`src/rtl/sil_pkg.sv`:
```
// Purpose: Shared constants and carriers for the status indicator block
// Assumes: 40 MHz system clock, 32-bit classic Wishbone register access
// Notes:   Register index 0x450 sits at byte address 4*0x450
package sil_pkg;

	localparam int unsigned CLK_HZ          = 40_000_000;
	// Register indices; byte address is four times the index
	localparam logic [11:0] IDX_IND_CFG     = 12'h0450;
	localparam logic [11:0] IDX_MUX_CFG     = 12'h0452;
	localparam logic [11:0] IDX_IND_STAT    = 12'h0460;
	localparam logic [13:0] ADR_IND_CFG     = {IDX_IND_CFG, 2'b00};
	localparam logic [13:0] ADR_MUX_CFG     = {IDX_MUX_CFG, 2'b00};
	localparam logic [13:0] ADR_IND_STAT    = {IDX_IND_STAT, 2'b00};
	localparam logic [15:0] IND_CFG_RST     = 16'h2610;
	localparam logic [15:0] MUX_CFG_RST     = 16'h0000;
	localparam logic [15:0] IND_CFG_WMASK   = 16'h7FFF;
	localparam logic [15:0] MUX_CFG_WMASK   = 16'h0707;
	// Field positions inside the indicator and pin mux configurations
	localparam int unsigned SEL0_LSB        = 0;
	localparam int unsigned SEL1_LSB        = 4;
	localparam int unsigned SEL2_LSB        = 8;
	localparam int unsigned RATE_LSB        = 12;
	localparam int unsigned BYPASS_BIT      = 14;
	localparam int unsigned MUX1_LSB        = 8;

	// Blink half periods and stretch time in ms, and derived cycle counts
	localparam int unsigned BLINK_MS_20HZ   = 50;
	localparam int unsigned BLINK_MS_10HZ   = 100;
	localparam int unsigned BLINK_MS_5HZ    = 200;
	localparam int unsigned BLINK_MS_2HZ    = 500;
	localparam int unsigned STRETCH_MS      = 50;
	localparam int unsigned CYC_PER_MS      = CLK_HZ / 1000;
	localparam int unsigned BLINK_CYC_20HZ  = BLINK_MS_20HZ * CYC_PER_MS;
	localparam int unsigned BLINK_CYC_10HZ  = BLINK_MS_10HZ * CYC_PER_MS;
	localparam int unsigned BLINK_CYC_5HZ   = BLINK_MS_5HZ * CYC_PER_MS;
	localparam int unsigned BLINK_CYC_2HZ   = BLINK_MS_2HZ * CYC_PER_MS;
	localparam int unsigned STRETCH_CYC     = STRETCH_MS * CYC_PER_MS;

	// Indicator function codes
	localparam logic [3:0] FN_LINK          = 4'h0;
	localparam logic [3:0] FN_LINK_ACT      = 4'h1;
	localparam logic [3:0] FN_LINK_TX       = 4'h2;
	localparam logic [3:0] FN_LINK_RX       = 4'h3;
	localparam logic [3:0] FN_MASTER        = 4'h4;
	localparam logic [3:0] FN_SLAVE         = 4'h5;
	localparam logic [3:0] FN_ACT           = 4'h6;
	localparam logic [3:0] FN_LOST          = 4'h9;
	localparam logic [3:0] FN_PRBS          = 4'hA;
	localparam logic [3:0] FN_MAC_ERR       = 4'hB;

	// Pin mux codes
	localparam logic [2:0] MUX_INDICATOR    = 3'h0;
	localparam logic [2:0] MUX_CONST0       = 3'h6;
	localparam logic [2:0] MUX_CONST1       = 3'h7;

	typedef struct packed {
		logic link_good;
		logic is_master;
		logic tx_act;
		logic rx_act;
		logic mac_err;
		logic link_lost_latch;
		logic prbs_latch;
		logic blink;
	} sil_evt_t;

	typedef struct packed {
		logic [31:0] adr;
		logic [31:0] dat;
		logic [3:0]  sel;
		logic        we;
		logic        cyc;
		logic        stb;
	} sil_wb_req_t;

endpackage

```
`src/rtl/sil_blink.sv`:
```
// Purpose: Shared blink square wave at the selected rate
// Assumes: One clock; rate may change at any time
// Notes:   A rate change takes effect in the current half period; a count already past the new limit toggles at once
`timescale 1ns/100ps
module sil_blink #(
	parameter int unsigned C20 = sil_pkg::BLINK_CYC_20HZ,
	parameter int unsigned C10 = sil_pkg::BLINK_CYC_10HZ,
	parameter int unsigned C5  = sil_pkg::BLINK_CYC_5HZ,
	parameter int unsigned C2  = sil_pkg::BLINK_CYC_2HZ
) (
	input  wire logic       clk_i,
	input  wire logic       rst_i,
	input  wire logic [1:0] rate_i,
	output logic            blink_o
);
	typedef struct packed {
		logic [24:0] cnt;
		logic        ph;
	} sil_bst_t;

	sil_bst_t st_r;
	sil_bst_t st_nxt;
	logic [24:0] lim;

	always_comb
	begin
		case (rate_i)
			2'b00:   lim = 25'(C20 - 1);
			2'b01:   lim = 25'(C10 - 1);
			2'b10:   lim = 25'(C5 - 1);
			default: lim = 25'(C2 - 1);
		endcase
		st_nxt = st_r;
		if (st_r.cnt >= lim)
		begin
			st_nxt.cnt = '0;
			st_nxt.ph  = ~st_r.ph;
		end
		else
			st_nxt.cnt = st_r.cnt + 25'h000_0001;
	end

	always_ff @(posedge clk_i)
	begin
		if (rst_i)
			st_r <= '0;
		else
			st_r <= st_nxt;
	end

	assign blink_o = st_r.ph;
endmodule

```
`src/rtl/sil_stretch.sv`:
```
// Purpose: Lengthens short event pulses so a lamp shows them
// Assumes: Event is a level or pulse in the clock domain
// Notes:   Bypass passes the event straight through
`timescale 1ns/100ps
module sil_stretch #(
	parameter int unsigned HOLD = sil_pkg::STRETCH_CYC
) (
	input  wire logic clk_i,
	input  wire logic rst_i,
	input  wire logic evt_i,
	input  wire logic bypass_i,
	output logic      out_o
);
	typedef struct packed {
		logic [23:0] cnt;
	} sil_sst_t;

	sil_sst_t st_r;
	sil_sst_t st_nxt;

	always_comb
	begin
		st_nxt = st_r;
		if (evt_i)
			st_nxt.cnt = 24'(HOLD);
		else if (st_r.cnt != '0)
			st_nxt.cnt = st_r.cnt - 24'h00_0001;
	end

	always_ff @(posedge clk_i)
	begin
		if (rst_i)
			st_r <= '0;
		else
			st_r <= st_nxt;
	end

	assign out_o = bypass_i ? evt_i : (evt_i | (st_r.cnt != '0));
endmodule

```
`src/rtl/sil_top.sv`:
```
// Purpose: Three-output status indicator control with Wishbone registers
// Assumes: Status inputs synchronous to clk_i; classic Wishbone slave
// Notes:   Outputs registered; unmapped addresses read zero and still ack
//
// Register access over Wishbone was left to the implementer.
`timescale 1ns/100ps
module sil_top #(
	parameter int unsigned BLINK20 = sil_pkg::BLINK_CYC_20HZ,
	parameter int unsigned BLINK10 = sil_pkg::BLINK_CYC_10HZ,
	parameter int unsigned BLINK5  = sil_pkg::BLINK_CYC_5HZ,
	parameter int unsigned BLINK2  = sil_pkg::BLINK_CYC_2HZ,
	parameter int unsigned STRETCH = sil_pkg::STRETCH_CYC
) (
	input  wire logic        clk_i,
	input  wire logic        rst_i,
	input  wire logic [31:0] wb_adr_i,
	input  wire logic [31:0] wb_dat_i,
	input  wire logic [3:0]  wb_sel_i,
	input  wire logic        wb_we_i,
	input  wire logic        wb_cyc_i,
	input  wire logic        wb_stb_i,
	output logic      [31:0] wb_dat_o,
	output logic             wb_ack_o,
	input  wire logic        link_good_i,
	input  wire logic        is_master_i,
	input  wire logic        tx_act_i,
	input  wire logic        rx_act_i,
	input  wire logic        mac_side_interface_err_i,
	input  wire logic        link_lost_i,
	input  wire logic        link_status_rd_i,
	input  wire logic        prbs_err_i,
	input  wire logic        prbs_clr_i,
	input  wire logic [1:0]  alt_sig_i,
	output logic      [2:0]  ind_o
);
	typedef struct packed {
		logic [15:0] cfg;
		logic [15:0] mux;
		logic [1:0]  lost;
		logic [2:0]  prbs;
		logic [31:0] dat;
		logic        ack;
		logic [2:0]  ind;
	} sil_st_t;

	sil_st_t st_r;
	sil_st_t st_nxt;
	logic    blink;
	logic    act_s;
	logic    err_s;
	logic    bypass;
	logic    req;
	logic [13:0] badr;

	// Per-output function decode; each output uses its own selector
	function automatic logic ind_fn(input logic [3:0] sel, input logic lg, input logic ms,
		input logic tx, input logic rx, input logic bl, input logic act, input logic err,
		input logic lost, input logic prbs);
		case (sel)
			sil_pkg::FN_LINK:    ind_fn = lg;
			sil_pkg::FN_LINK_ACT: ind_fn = lg & ~((tx | rx) & bl);
			sil_pkg::FN_LINK_TX: ind_fn = lg & ~(tx & bl);
			sil_pkg::FN_LINK_RX: ind_fn = lg & ~(rx & bl);
			sil_pkg::FN_MASTER:  ind_fn = lg & ms;
			sil_pkg::FN_SLAVE:   ind_fn = lg & ~ms;
			sil_pkg::FN_ACT:     ind_fn = act;
			sil_pkg::FN_LOST:    ind_fn = lost;
			sil_pkg::FN_PRBS:    ind_fn = prbs;
			sil_pkg::FN_MAC_ERR: ind_fn = err;
			default:             ind_fn = 1'b0;
		endcase
	endfunction

	// Pin mux for the two muxed outputs
	function automatic logic pin_mux(input logic [2:0] code, input logic fn, input logic alt);
		case (code)
			sil_pkg::MUX_INDICATOR: pin_mux = fn;
			sil_pkg::MUX_CONST0:    pin_mux = 1'b0;
			sil_pkg::MUX_CONST1:    pin_mux = 1'b1;
			default:                pin_mux = alt;
		endcase
	endfunction

	function automatic logic [15:0] wr_merge(input logic [15:0] old, input logic [31:0] d,
		input logic [3:0] s, input logic [15:0] m);
		logic [15:0] v;
		v = old;
		if (s[0])
			v[7:0] = d[7:0];
		if (s[1])
			v[15:8] = d[15:8];
		wr_merge = v & m;
	endfunction

	assign bypass = st_r.cfg[sil_pkg::BYPASS_BIT];

	sil_blink #(
		.C20 (BLINK20),
		.C10 (BLINK10),
		.C5  (BLINK5),
		.C2  (BLINK2)
	) u_blink (
		.clk_i   (clk_i),
		.rst_i   (rst_i),
		.rate_i  (st_r.cfg[sil_pkg::RATE_LSB +: 2]),
		.blink_o (blink)
	);

	sil_stretch #(
		.HOLD (STRETCH)
	) u_str_act (
		.clk_i    (clk_i),
		.rst_i    (rst_i),
		.evt_i    (tx_act_i | rx_act_i),
		.bypass_i (bypass),
		.out_o    (act_s)
	);

	sil_stretch #(
		.HOLD (STRETCH)
	) u_str_err (
		.clk_i    (clk_i),
		.rst_i    (rst_i),
		.evt_i    (mac_side_interface_err_i),
		.bypass_i (bypass),
		.out_o    (err_s)
	);

	assign req  = wb_cyc_i & wb_stb_i & ~st_r.ack;
	assign badr = wb_adr_i[13:0];

	always_comb
	begin
		logic [3:0] sels [3];
		logic [2:0] fn;
		logic       rd_stat;
		sels[0] = st_r.cfg[sil_pkg::SEL0_LSB +: 4];
		sels[1] = st_r.cfg[sil_pkg::SEL1_LSB +: 4];
		sels[2] = st_r.cfg[sil_pkg::SEL2_LSB +: 4];
		fn      = 3'b000;
		st_nxt  = st_r;
		rd_stat = 1'b0;
		st_nxt.ack = req;
		st_nxt.dat = '0;
		if (req)
		begin
			if (wb_adr_i[31:14] == '0 && badr == sil_pkg::ADR_IND_CFG)
			begin
				if (wb_we_i)
					st_nxt.cfg = wr_merge(st_r.cfg, wb_dat_i, wb_sel_i, sil_pkg::IND_CFG_WMASK);
				else
					st_nxt.dat = {16'h0000, st_r.cfg};
			end
			else if (wb_adr_i[31:14] == '0 && badr == sil_pkg::ADR_MUX_CFG)
			begin
				if (wb_we_i)
					st_nxt.mux = wr_merge(st_r.mux, wb_dat_i, wb_sel_i, sil_pkg::MUX_CFG_WMASK);
				else
					st_nxt.dat = {16'h0000, st_r.mux};
			end
			else if (wb_adr_i[31:14] == '0 && badr == sil_pkg::ADR_IND_STAT && !wb_we_i)
			begin
				st_nxt.dat = {29'h0000_0000, st_r.prbs[0], st_r.lost[0], link_good_i};
				rd_stat = 1'b1;
			end
		end
		st_nxt.lost[0] = link_lost_i | (st_r.lost[0] & ~(link_status_rd_i | rd_stat));
		st_nxt.prbs[0] = prbs_err_i | (st_r.prbs[0] & ~prbs_clr_i);
		st_nxt.lost[1] = 1'b0;
		st_nxt.prbs[2:1] = 2'b00;
		// each output from its own selector
		for (int i = 0; i < 3; i++)
			fn[i] = ind_fn(sels[i], link_good_i, is_master_i, tx_act_i, rx_act_i, blink,
				act_s, err_s, st_r.lost[0], st_r.prbs[0]);
		// mux only on outputs 0 and 1
		st_nxt.ind[0] = pin_mux(st_r.mux[2:0], fn[0], alt_sig_i[0]);
		st_nxt.ind[1] = pin_mux(st_r.mux[sil_pkg::MUX1_LSB +: 3], fn[1], alt_sig_i[1]);
		st_nxt.ind[2] = fn[2];
	end

	always_ff @(posedge clk_i)
	begin
		if (rst_i)
		begin
			st_r     <= '0;
			st_r.cfg <= sil_pkg::IND_CFG_RST;
			st_r.mux <= sil_pkg::MUX_CFG_RST;
		end
		else
			st_r <= st_nxt;
	end

	assign wb_dat_o = st_r.dat;
	assign wb_ack_o = st_r.ack;
	assign ind_o    = st_r.ind;
endmodule

```
`config.mk`:
```
export PLATFORM = sky130hd
export DESIGN_NAME = sil_top
export DESIGN_NICKNAME = d
export VERILOG_FILES = /design/src/rtl/sil_pkg.sv /design/src/rtl/sil_blink.sv /design/src/rtl/sil_stretch.sv /design/src/rtl/sil_top.sv
export SDC_FILE = /design/constraint.sdc
export NUM_CORES = 1
export LEC_CHECK = 0
export BUFFER_PORTS_ARGS = -buffer_cell sky130_fd_sc_hd__clkbuf_2
export CAP_MARGIN = 40
export CORE_MARGIN = 4
export CORE_UTILIZATION = 56
export DETAILED_ROUTE_END_ITERATION = 6
export PLACE_DENSITY = 0.79
export SETUP_SLACK_MARGIN = 0.15
export SYNTH_ARGS = -nofsm -noshare
export SYNTH_HDL_FRONTEND = slang
export SYNTH_SLANG_ARGS = --single-unit
export TNS_END_PERCENT = 30
```
`constraint.sdc`:
```
create_clock -name clk_i -period 2.9 [get_ports clk_i]
set_clock_uncertainty 0.2 [all_clocks]
set_input_delay 0.435 -clock clk_i [delete_from_list [all_inputs] [get_ports clk_i]]
set_output_delay 0.435 -clock clk_i [all_outputs]
set_load 0.02 [all_outputs]
```
==> impl_metrics.tcl, run 1 <==
set metrics [dict create \
    route.detailed.drc 0 \
    initial_core_util_pct 57.1 \
    grt_usage_pct 24.6 \
    clockBufferDepth 2 \
    max_freq_ghz 0.381 \
    synth-seq-cells 116 \
    ff2ff_setup_slack_ns 0.28 \
    synth.top_cell.area_share_pct 37.5 \
    dieArea_sq_um 12800 \
    max_slew_margin_pct 48.6 \
    arrival_ns 2.87 \
    clock_latency_ns 0.53 \
    yosysTopAreaCell "dfxtp_1" \
    nets 919 \
    clockRootBuffer "clkbuf_8" \
    vias_per_cell 5.88 \
    crit_path_end_kind "flip-flop" \
    ys.flop_type "dfxtp_1" \
    syn_inst 721 \
    cts_made_buffers 17 \
    dp_slack_ns 0.257 \
    final_cell_mix "dfxtp_1 (115), nor2_1 (89), clkbuf_2 (83)" \
    pwr-share-seq_pct 40.7 \
    crit_start "u_str_err.st_r[18]" \
    core_sq_um 10800 \
    outcome "finished, final reports clean" \
    comb_power_share_pct 12.0 \
    yosys_warnings 0 \
    post-route-period-util_pct 90.5 \
    p_leak_nw 2.94 \
    finalMaxSlewViolations 0 \
    ys_types 61 \
    antenna_cells 0 \
    swShare_pct 24.6 \
    hp-start "wb_cyc_i" \
    final-hold-violation-count 0 \
    r2r-end "u_str_err.st_r[14]" \
    h-tree-depth 4 \
    slowest_delay_ns 0.70 \
    switchingPower_mw 1.02 \
    synth_edf_count 0 \
    r2r-start "u_str_err.st_r[18]" \
    period_minus_slack_ns 2.62 \
    grt_pass1_vias 5609 \
    ir_worst_vdd_mv 0.525 \
    async_flop_share_pct 0 \
    antenna_found_initial 0 \
    powerDensity_nw_per_um2 566 \
    holdPathStages 3 \
    crit_family "compound AO/OA/AOI/OAI gates" \
    avgSynthCellArea_sq_um 8.59 \
    setup_slack_ns 0.277 \
    crit_type "flip-flop to flip-flop" \
    rsz0062_at_grt "yes" \
    port_buffers 83 \
    setup_viol 0 \
    drt_iter0_markers 456 \
    detail-route-antenna-nets 0 \
    cp_num_buf_inv 0 \
    tritoncts "done" \
    reg2reg_depth 5 \
    grt_overflow_total 0 \
    die_w_microns 113 \
    cp_cell_sequence "nor4_1 > nand3_1 > o211ai_1 > o21ai_0 > a21oi_1" \
    final.setup.tns_ns 0 \
    die_h_microns 113 \
    worst_pin_slew_ns 0.768 \
    vias 5660 \
    startpoint_type "flip-flop" \
    grt_max_degree 27 \
    pin_count 120 \
    syn_area_sq_um 6190 \
    clkTransAtPathRegs_ns 0.05 \
    synth_top_cells_by_area "dfxtp_1 (38%), nor2_1 (5.4%), ha_1 (4.6%), mux2i_1 (4.4%), buf_4 (4.2%)" \
    yosysSeqAreaShare_pct 37.5 \
    cts_sinks 116 \
    syn_to_final_growth_pct 19.0 \
    layout_commonest_cell "dfxtp_1" \
    power.internal_mw 3.14 \
    path_max_fanout 10 \
    dr.pass1.iters 6 \
    drv_cap 0 \
    fill_cells 827 \
    critPathSlowestCell "o211ai_1" \
    hpwl_mm 10.4 \
    crit_required_ns 3.14 \
    drive_gt1_share_pct 18.5 \
    drt_wl_total_mm 15.3 \
    fp-row-count 38 \
    place.gp.congestion 0.843 \
    worstHoldEndpoint "wb_ack_o" \
    worst-path-stages 5 \
    p_clk_share_pct 47.2 \
    post_drt_wl_per_cell_microns 15.9 \
    hold_path_class "input port to flip-flop" \
    grt_pass1_wl_mm 25.8 \
]
[sequential cells by signal, indices dropped and copies added, names as in the netlist]
register and cells:
bypass 1, ind_o 3, st_r 22, u_blink.blink_o 1
u_blink.st_r 25, u_str_act.st_r 24, u_str_err.st_r 24, wb_ack_o 1
wb_dat_o 15
[cells by family after synthesis]
logic type      share of synthesized area (%)
simple gates                             25.6
xor+xnor                                 6.51
buf+inv                                  7.58
fa+ha+maj                                4.65
other cells                            0.0606
mux                                      4.55
flops                                    37.5
compound gates                           13.6
[cell usage after synthesis, types with 5 or more instances]
library cell,instances
dfxtp_1,116
nor2_1,89
a21oi_1,44
buf_4,35
mux2i_1,27
clkbuf_1,26
inv_1,24
nand2_1,24
nor3_1,24
xnor2_1,24
ha_1,23
xor2_1,22
o21ai_0,21
nand3_1,20
nor4_1,17
or4_1,17
o31ai_1,16
nand4_1,15
and2_1,11
or3_1,11
o211ai_1,10
a31oi_1,9
nor2b_1,9
or2_2,7
and3_1,6
o21ai_1,6
a211oi_1,5
[worst reg2reg max path: cells and delay by family (launching register included)]
family / cells / cell delay [ns]
compound gates: 3 / 1.11
flops: 1 / 0.35
simple gates: 2 / 0.88
[layer usage]
layer	vias up	GRT usage, %	wire (microns)
li1	2730	-	-
met1	2706	29.1	6240
met2	189	42.3	7800
met3	35	6.68	932
met4	0	9.86	334
met5	-	0	0
[stage by stage]
| step | instances | util, % | hold slack [ns] | power, mW | instance area (sq um) |
|---|---|---|---|---|---|
| after floorplan | 737 | - | 0.226 | 2.08 | 6250 |
| after global placement | 910 | 60.7 | 0.234 | 2.17 | 6590 |
| after detailed placement | 910 | 60.7 | 0.255 | 2.20 | 6590 |
| after CTS | 958 | 67.6 | 0.0739 | 4.18 | 7330 |
| after global routing | 962 | 68.0 | 0.0949 | 4.33 | 7370 |
| final | 962 | 68.0 | 0.0943 | 4.17 | 7370 |
[how the worst max path moves through the flow]
stage          slack (ns)            endpoint
6_report             0.28  u_str_err.st_r[14]
4_1_cts              0.19     u_blink.st_r[7]
3_5_place_dp         0.26     u_blink.st_r[7]
5_1_grt              0.04  u_str_err.st_r[14]
3_3_place_gp         0.38     u_blink.st_r[9]
2_1_floorplan        0.41    u_blink.st_r[10]
[area by class of cell]
type / count / area (sq um) / share of cell area (%)
multi-input combinational: 532 / 3470 / 47.0
clock inverter: 5 / 75.1 / 1.02
sequential: 116 / 2320 / 31.5
inverter: 25 / 93.8 / 1.27
timing repair buffer: 120 / 753 / 10.2
tap: 140 / 175 / 2.38
clock buffer: 24 / 480 / 6.52
[repair_timing]
item / in CTS / in global routing
endpoints found under the hold margin: 23 / 0
endpoints found under the setup margin: 0 / 33
setup buffers: 0 / 4
hold buffers: 19 / 0
gates resized for setup: 0 / 3
[power by group through the flow]
stage          clock (mW)  sequential (mW)  combinational [mW]
2_1_floorplan           0             1.71               0.362
3_3_place_gp            0             1.72               0.452
3_5_place_dp            0             1.73               0.468
4_1_cts              1.99             1.69               0.496
5_1_grt              2.07             1.70               0.553
6_report             1.97             1.70               0.502
Power figures use the tool's default switching activity.
==> inputs of run 2 (changes only) <==
- CORE_UTILIZATION: 56 -> 44
- PLACE_DENSITY: 0.79 -> 0.64
==> impl_metrics.tcl, run 2 (synthesis gave the netlist of run 1 again) <==
set metrics [dict create \
    ir_worst_vdd_mv 0.443 \
    fill_cells 1279 \
    r2r-start "u_str_err.st_r[5]" \
    vias_per_cell 5.46 \
    p_leak_nw 2.85 \
    arrival_ns 2.77 \
    crit_family "simple AND/OR/NAND/NOR gates" \
    setup_viol 0 \
    drt_iter0_markers 301 \
    final_util_pct 52.0 \
    cts_made_buffers 17 \
    cts_hold_buf 0 \
    post-route-period-util_pct 90.7 \
    cp_cell_sequence "or4_4 > nor4_2 > o21ai_1 > or4_1 > a31oi_1" \
    crit_required_ns 3.04 \
    dr.pass1.iters 4 \
    grt_pass1_vias 5234 \
    drt_wl_total_mm 14.5 \
    reg.largest.list "u_blink.st_r (25), u_str_act.st_r (24), u_str_err.st_r (24)" \
    final_cell_mix "dfxtp_1 (116), nor2_1 (89), clkbuf_2 (83)" \
    clockRootBuffer "clkbuf_16" \
    finalMaxSlewViolations 0 \
    max_freq_ghz 0.380 \
    worst_pin_slew_ns 0.723 \
    grt_pass1_wl_mm 24.2 \
    max_slew_margin_pct 51.5 \
    rsz0062_at_grt "yes" \
    layout_commonest_cell "dfxtp_1" \
    hold_path_class "input port to flip-flop" \
    syn_to_final_growth_pct 16.2 \
    dieArea_sq_um 16000 \
    die_w_microns 127 \
    clkTransAtPathRegs_ns 0.05 \
    setup_slack_ns 0.270 \
    crit_type "flip-flop to flip-flop" \
    clockBufferDepth 2 \
    whs_ns 0.0273 \
    tritoncts "done" \
    post_drt_wl_per_cell_microns 14.8 \
    multi_input_area_sq_um 3470 \
    nets 897 \
    h-tree-depth 4 \
    grt_usage_pct 18.2 \
    worst-path-stages 5 \
    fp-row-count 43 \
    reg2reg_depth 5 \
    die_h_microns 127 \
    initial_core_util_pct 44.8 \
    dp_slack_ns 0.312 \
    path_max_fanout 12 \
    hp-start "link_lost_i" \
    crit_path_end_kind "flip-flop" \
    outcome "finished, final reports clean" \
    slowest_delay_ns 0.57 \
    antenna_cells 0 \
    clock_latency_ns 0.41 \
    powerDensity_nw_per_um2 570 \
    holdPathStages 3 \
    final.setup.tns_ns 0 \
    cts_sinks 116 \
    crit_start "u_str_err.st_r[5]" \
    drv_cap 0 \
    cp_num_buf_inv 0 \
    grt_overflow_total 0 \
    core_sq_um 13800 \
    regMostFlops "u_blink.st_r" \
    largest_register_ffs 25 \
    regArea_sq_um 2320 \
    period_minus_slack_ns 2.63 \
    final-hold-violation-count 0 \
    antenna_found_initial 0 \
    hpwl_mm 10.5 \
    pin_count 120 \
    route.detailed.drc 0 \
    startpoint_type "flip-flop" \
    critPathSlowestCell "or4_4" \
    detail-route-antenna-nets 0 \
    drive_gt1_share_pct 18.5 \
    grt_max_degree 25 \
    vias 5357 \
    place.gp.congestion 0.819 \
    port_buffers 83 \
]
## run 2: tightest hold or removal path, stage by stage
cell      delay, ns
clkbuf_2       0.08
a31oi_1        0.03
nor2_1         0.06
## run 2: final cells by class
| cell class | instances | area share, % |
|---|---|---|
| repair buffers | 98 | 7.51 |
| clock buffers | 25 | 6.89 |
| well taps | 180 | 3.13 |
| inverters | 25 | 1.30 |
| multi-input cells | 532 | 48.2 |
| flip-flops and latches | 116 | 32.3 |
| clock inverters | 5 | 0.696 |
## run 2: worst paths after layout
check | to | slack, ns
setup / recovery | u_str_err.st_r[19] | 0.27
hold / removal | st_r[39] | 0.03
setup reg to reg | u_str_err.st_r[19] | 0.27
hold reg to reg | u_str_err.st_r[8] | 0.28
## run 2: per-layer routing
layer | global-route usage, % | part of all wire [%]
met4 | 7.44 | 2.2
met1 | 22.0 | 45
met5 | 0 | 0
met3 | 4.76 | 4.1
met2 | 30.8 | 49
## run 2: where the power goes
part / leakage [nW] / internal (mW) / switching, mW
Sequential: 0.944 / 1.65 / 0.0513
Clock: 0.273 / 1.25 / 0.675
Combinational: 1.63 / 0.192 / 0.284
Total: 2.85 / 3.09 / 1.01
## run 2: what timing repair did
action                     CTS  global route
setup endpoints to repair    0            28
buffers inserted             0             1
gates resized for setup      0             2
## run 2: through the flow
stage                     area [sq um]  std cells  power, mW
after floorplan                   6250        737       2.08
after global placement            6640        950       2.18
after detailed placement          6640        950       2.20
after CTS                         7180        980       4.14
after global routing              7190        981       4.27
final                             7190        981       4.10
==> inputs of run 3 (changes only) <==
- ABC_AREA: not set -> 1
- PLACE_DENSITY: 0.64 -> 0.63
==> impl_metrics.tcl, run 3 <==
set metrics [dict create \
    async_flop_share_pct 0 \
    crit_family "compound AO/OA/AOI/OAI gates" \
    cp_num_buf_inv 2 \
    critPathSlowestCell "dfxtp_1" \
    p_leak_nw 3.60 \
    design_area_sq_um 7780 \
    synth_top_cells_by_area "dfxtp_1 (34%), nand2_1 (12%), nor2_1 (10%), nand3_1 (5.1%), ha_1 (4.3%)" \
    initial_core_util_pct 44.7 \
    switchingPower_mw 1.12 \
    yosys_warnings 0 \
    hpwl_mm 13.0 \
    dr.pass1.iters 5 \
    avgSynthCellArea_sq_um 6.82 \
    die_h_microns 132 \
    final-hold-violation-count 0 \
    ys.flop_type "dfxtp_1" \
    crit_path_end_kind "flip-flop" \
    cp_cell_sequence "inv_1 > ha_1 > o21ai_0 > ha_1 > a21oi_1 > o21ai_0 > a21oi_2 > nand4_4 > buf_4 > nor3b_1" \
    antenna_found_initial 0 \
    core_sq_um 15100 \
    synth.top_cell.area_share_pct 34.3 \
    max_freq_ghz 0.392 \
    syn_inst 992 \
    h-tree-depth 4 \
    largest_register_ffs 25 \
    yosysTopAreaCell "dfxtp_1" \
    detail-route-antenna-nets 0 \
    clockRootBuffer "clkbuf_16" \
    drt_iter0_markers 462 \
    final_cell_mix "nand2_1 (210), nor2_1 (180), dfxtp_1 (116)" \
    worst-path-stages 10 \
    hold_path_class "input port to flip-flop" \
    setup_viol 0 \
    p_clk_share_pct 47.8 \
    cts_setup_buffers 0 \
    ir_worst_vdd_mv 0.482 \
    dieArea_sq_um 17400 \
    finalMaxSlewViolations 0 \
    post_drt_wl_per_cell_microns 13.4 \
    worst_pin_slew_ns 0.606 \
    path_max_fanout 11 \
    outcome "finished, final reports clean" \
    vias_per_cell 5.02 \
    fill_cells 1539 \
    whs_ns 0.0311 \
    yosysSeqAreaShare_pct 34.3 \
    syn_to_final_growth_pct 15.0 \
    max_slew_margin_pct 59.5 \
    regMostFlops "u_blink.st_r" \
    rsz0062_at_grt "no" \
    fin_cells 1266 \
    grt_usage_pct 19.7 \
    syn_area_sq_um 6770 \
    cts_sinks 116 \
    nets 1173 \
    crit_start "st_r[69]" \
    drive_gt1_share_pct 14.9 \
    grt_overflow_total 0 \
    post-route-period-util_pct 88.0 \
    drt_wl_total_mm 16.9 \
    tritoncts "done" \
    clock_latency_ns 0.41 \
    holdPathStages 3 \
    powerDensity_nw_per_um2 550 \
    fp-row-count 45 \
    period_minus_slack_ns 2.55 \
    r2r-start "st_r[69]" \
    swShare_pct 26.2 \
    drv_cap 0 \
    post-place-cells 1235 \
    die_w_microns 132 \
    hp-start "prbs_err_i" \
    grt_pass1_wl_mm 28.3 \
    clockBufferDepth 2 \
    power.internal_mw 3.16 \
    pin_count 120 \
    startpoint_type "flip-flop" \
    antenna_cells 0 \
    reg.largest.list "u_blink.st_r (25), u_str_act.st_r (24), u_str_err.st_r (24)" \
    vias 6353 \
    arrival_ns 2.68 \
    port_buffers 83 \
    synth_edf_count 0 \
    crit_type "flip-flop to flip-flop" \
    grt_max_degree 42 \
    synth-seq-cells 116 \
    pwr-share-seq_pct 39.6 \
    synthTopCellsByCount "nand2_1 (210), nor2_1 (180), dfxtp_1 (116)" \
    reg2reg_depth 10 \
    final.setup.tns_ns 0 \
    cts_made_buffers 17 \
    comb_power_share_pct 12.7 \
    clkTransAtPathRegs_ns 0.05 \
    layout_commonest_cell "nand2_1" \
    crit_required_ns 3.03 \
    place.gp.congestion 0.917 \
    slowest_delay_ns 0.37 \
    grt_pass1_vias 5997 \
    place_area_sq_um 7190 \
    yosysMostFrequentCell "nand2_1" \
    route.detailed.drc 0 \
    ys_types 47 \
]
==> run 3: cell types whose count changed after synthesis, moves of 15 or more <==
| cell | previous run | this run |
|---|---|---|
| or4_1 | 17 | 0 |
| nand2_1 | 24 | 210 |
| mux2i_1 | 27 | 0 |
| inv_1 | 24 | 76 |
| o31ai_1 | 16 | 0 |
| nand3_1 | 20 | 69 |
| nor2_1 | 89 | 180 |
| clkbuf_1 | 26 | 11 |
==> run 3: worst paths after layout <==
check,slack [ns],endpoint
hold reg to reg,0.29,u_str_err.st_r[0]
setup reg to reg,0.35,u_blink.st_r[14]
setup / recovery,0.35,u_blink.st_r[14]
hold / removal,0.03,st_r[36]
==> run 3: cell families after synthesis <==
family          share of synthesized area, %
buf+inv                                 10.1
flops                                   34.3
fa+ha+maj                               4.25
simple gates                            37.2
other cells                           0.0554
compound gates                          8.74
xor+xnor                                5.30
==> run 3: cell type report <==
class | instances | area [sq um] | share of cell area (%)
multi-input combinational | 751 | 3830 | 49.3
clock inverter | 9 | 104 | 1.33
timing repair buffer | 91 | 475 | 6.11
inverter | 89 | 339 | 4.36
clock buffer | 22 | 474 | 6.09
tap | 188 | 235 | 3.02
sequential | 116 | 2320 | 29.8
==> run 3: power groups by stage <==
stage | logic [mW] | registers [mW] | clock network (mW)
floorplan | 0.414 | 1.71 | 0
global placement | 0.535 | 1.72 | 0
detailed placement | 0.538 | 1.72 | 0
CTS | 0.542 | 1.69 | 2.09
global route | 0.621 | 1.70 | 2.16
finish | 0.542 | 1.69 | 2.04
==> run 3: through the flow <==
stage	utilization (%)	worst slack (ns)	power, mW
3_3_place_gp	47.5	0.258	2.26
4_1_cts	51.3	0.204	4.32
3_5_place_dp	47.5	0.230	2.26
2_1_floorplan	-	0.643	2.12
6_report	51.4	0.348	4.28
5_1_grt	51.4	0.176	4.48
==> run 3: per-layer routing <==
layer	up-vias	global-route usage (%)	share of wire (%)
met2	168	32.3	46
met1	2831	25.5	48
met4	0	7.47	1.8
met3	22	4.12	4.5
li1	3332	-	-
met5	-	0	0
==> run 3: worst register-to-register path: stages, from the launching register on <==
cell	delay, ns
dfxtp_1	0.37
inv_1	0.14
ha_1	0.28
o21ai_0	0.16
ha_1	0.27
a21oi_1	0.13
o21ai_0	0.11
a21oi_2	0.19
nand4_4	0.21
buf_4	0.24
nor3b_1	0.18
==> run 3: timing repair <==
action / in CTS / in global routing
hold buffers: 0 / 0
endpoints found under the setup margin: 0 / 17
resized for setup: 0 / 2
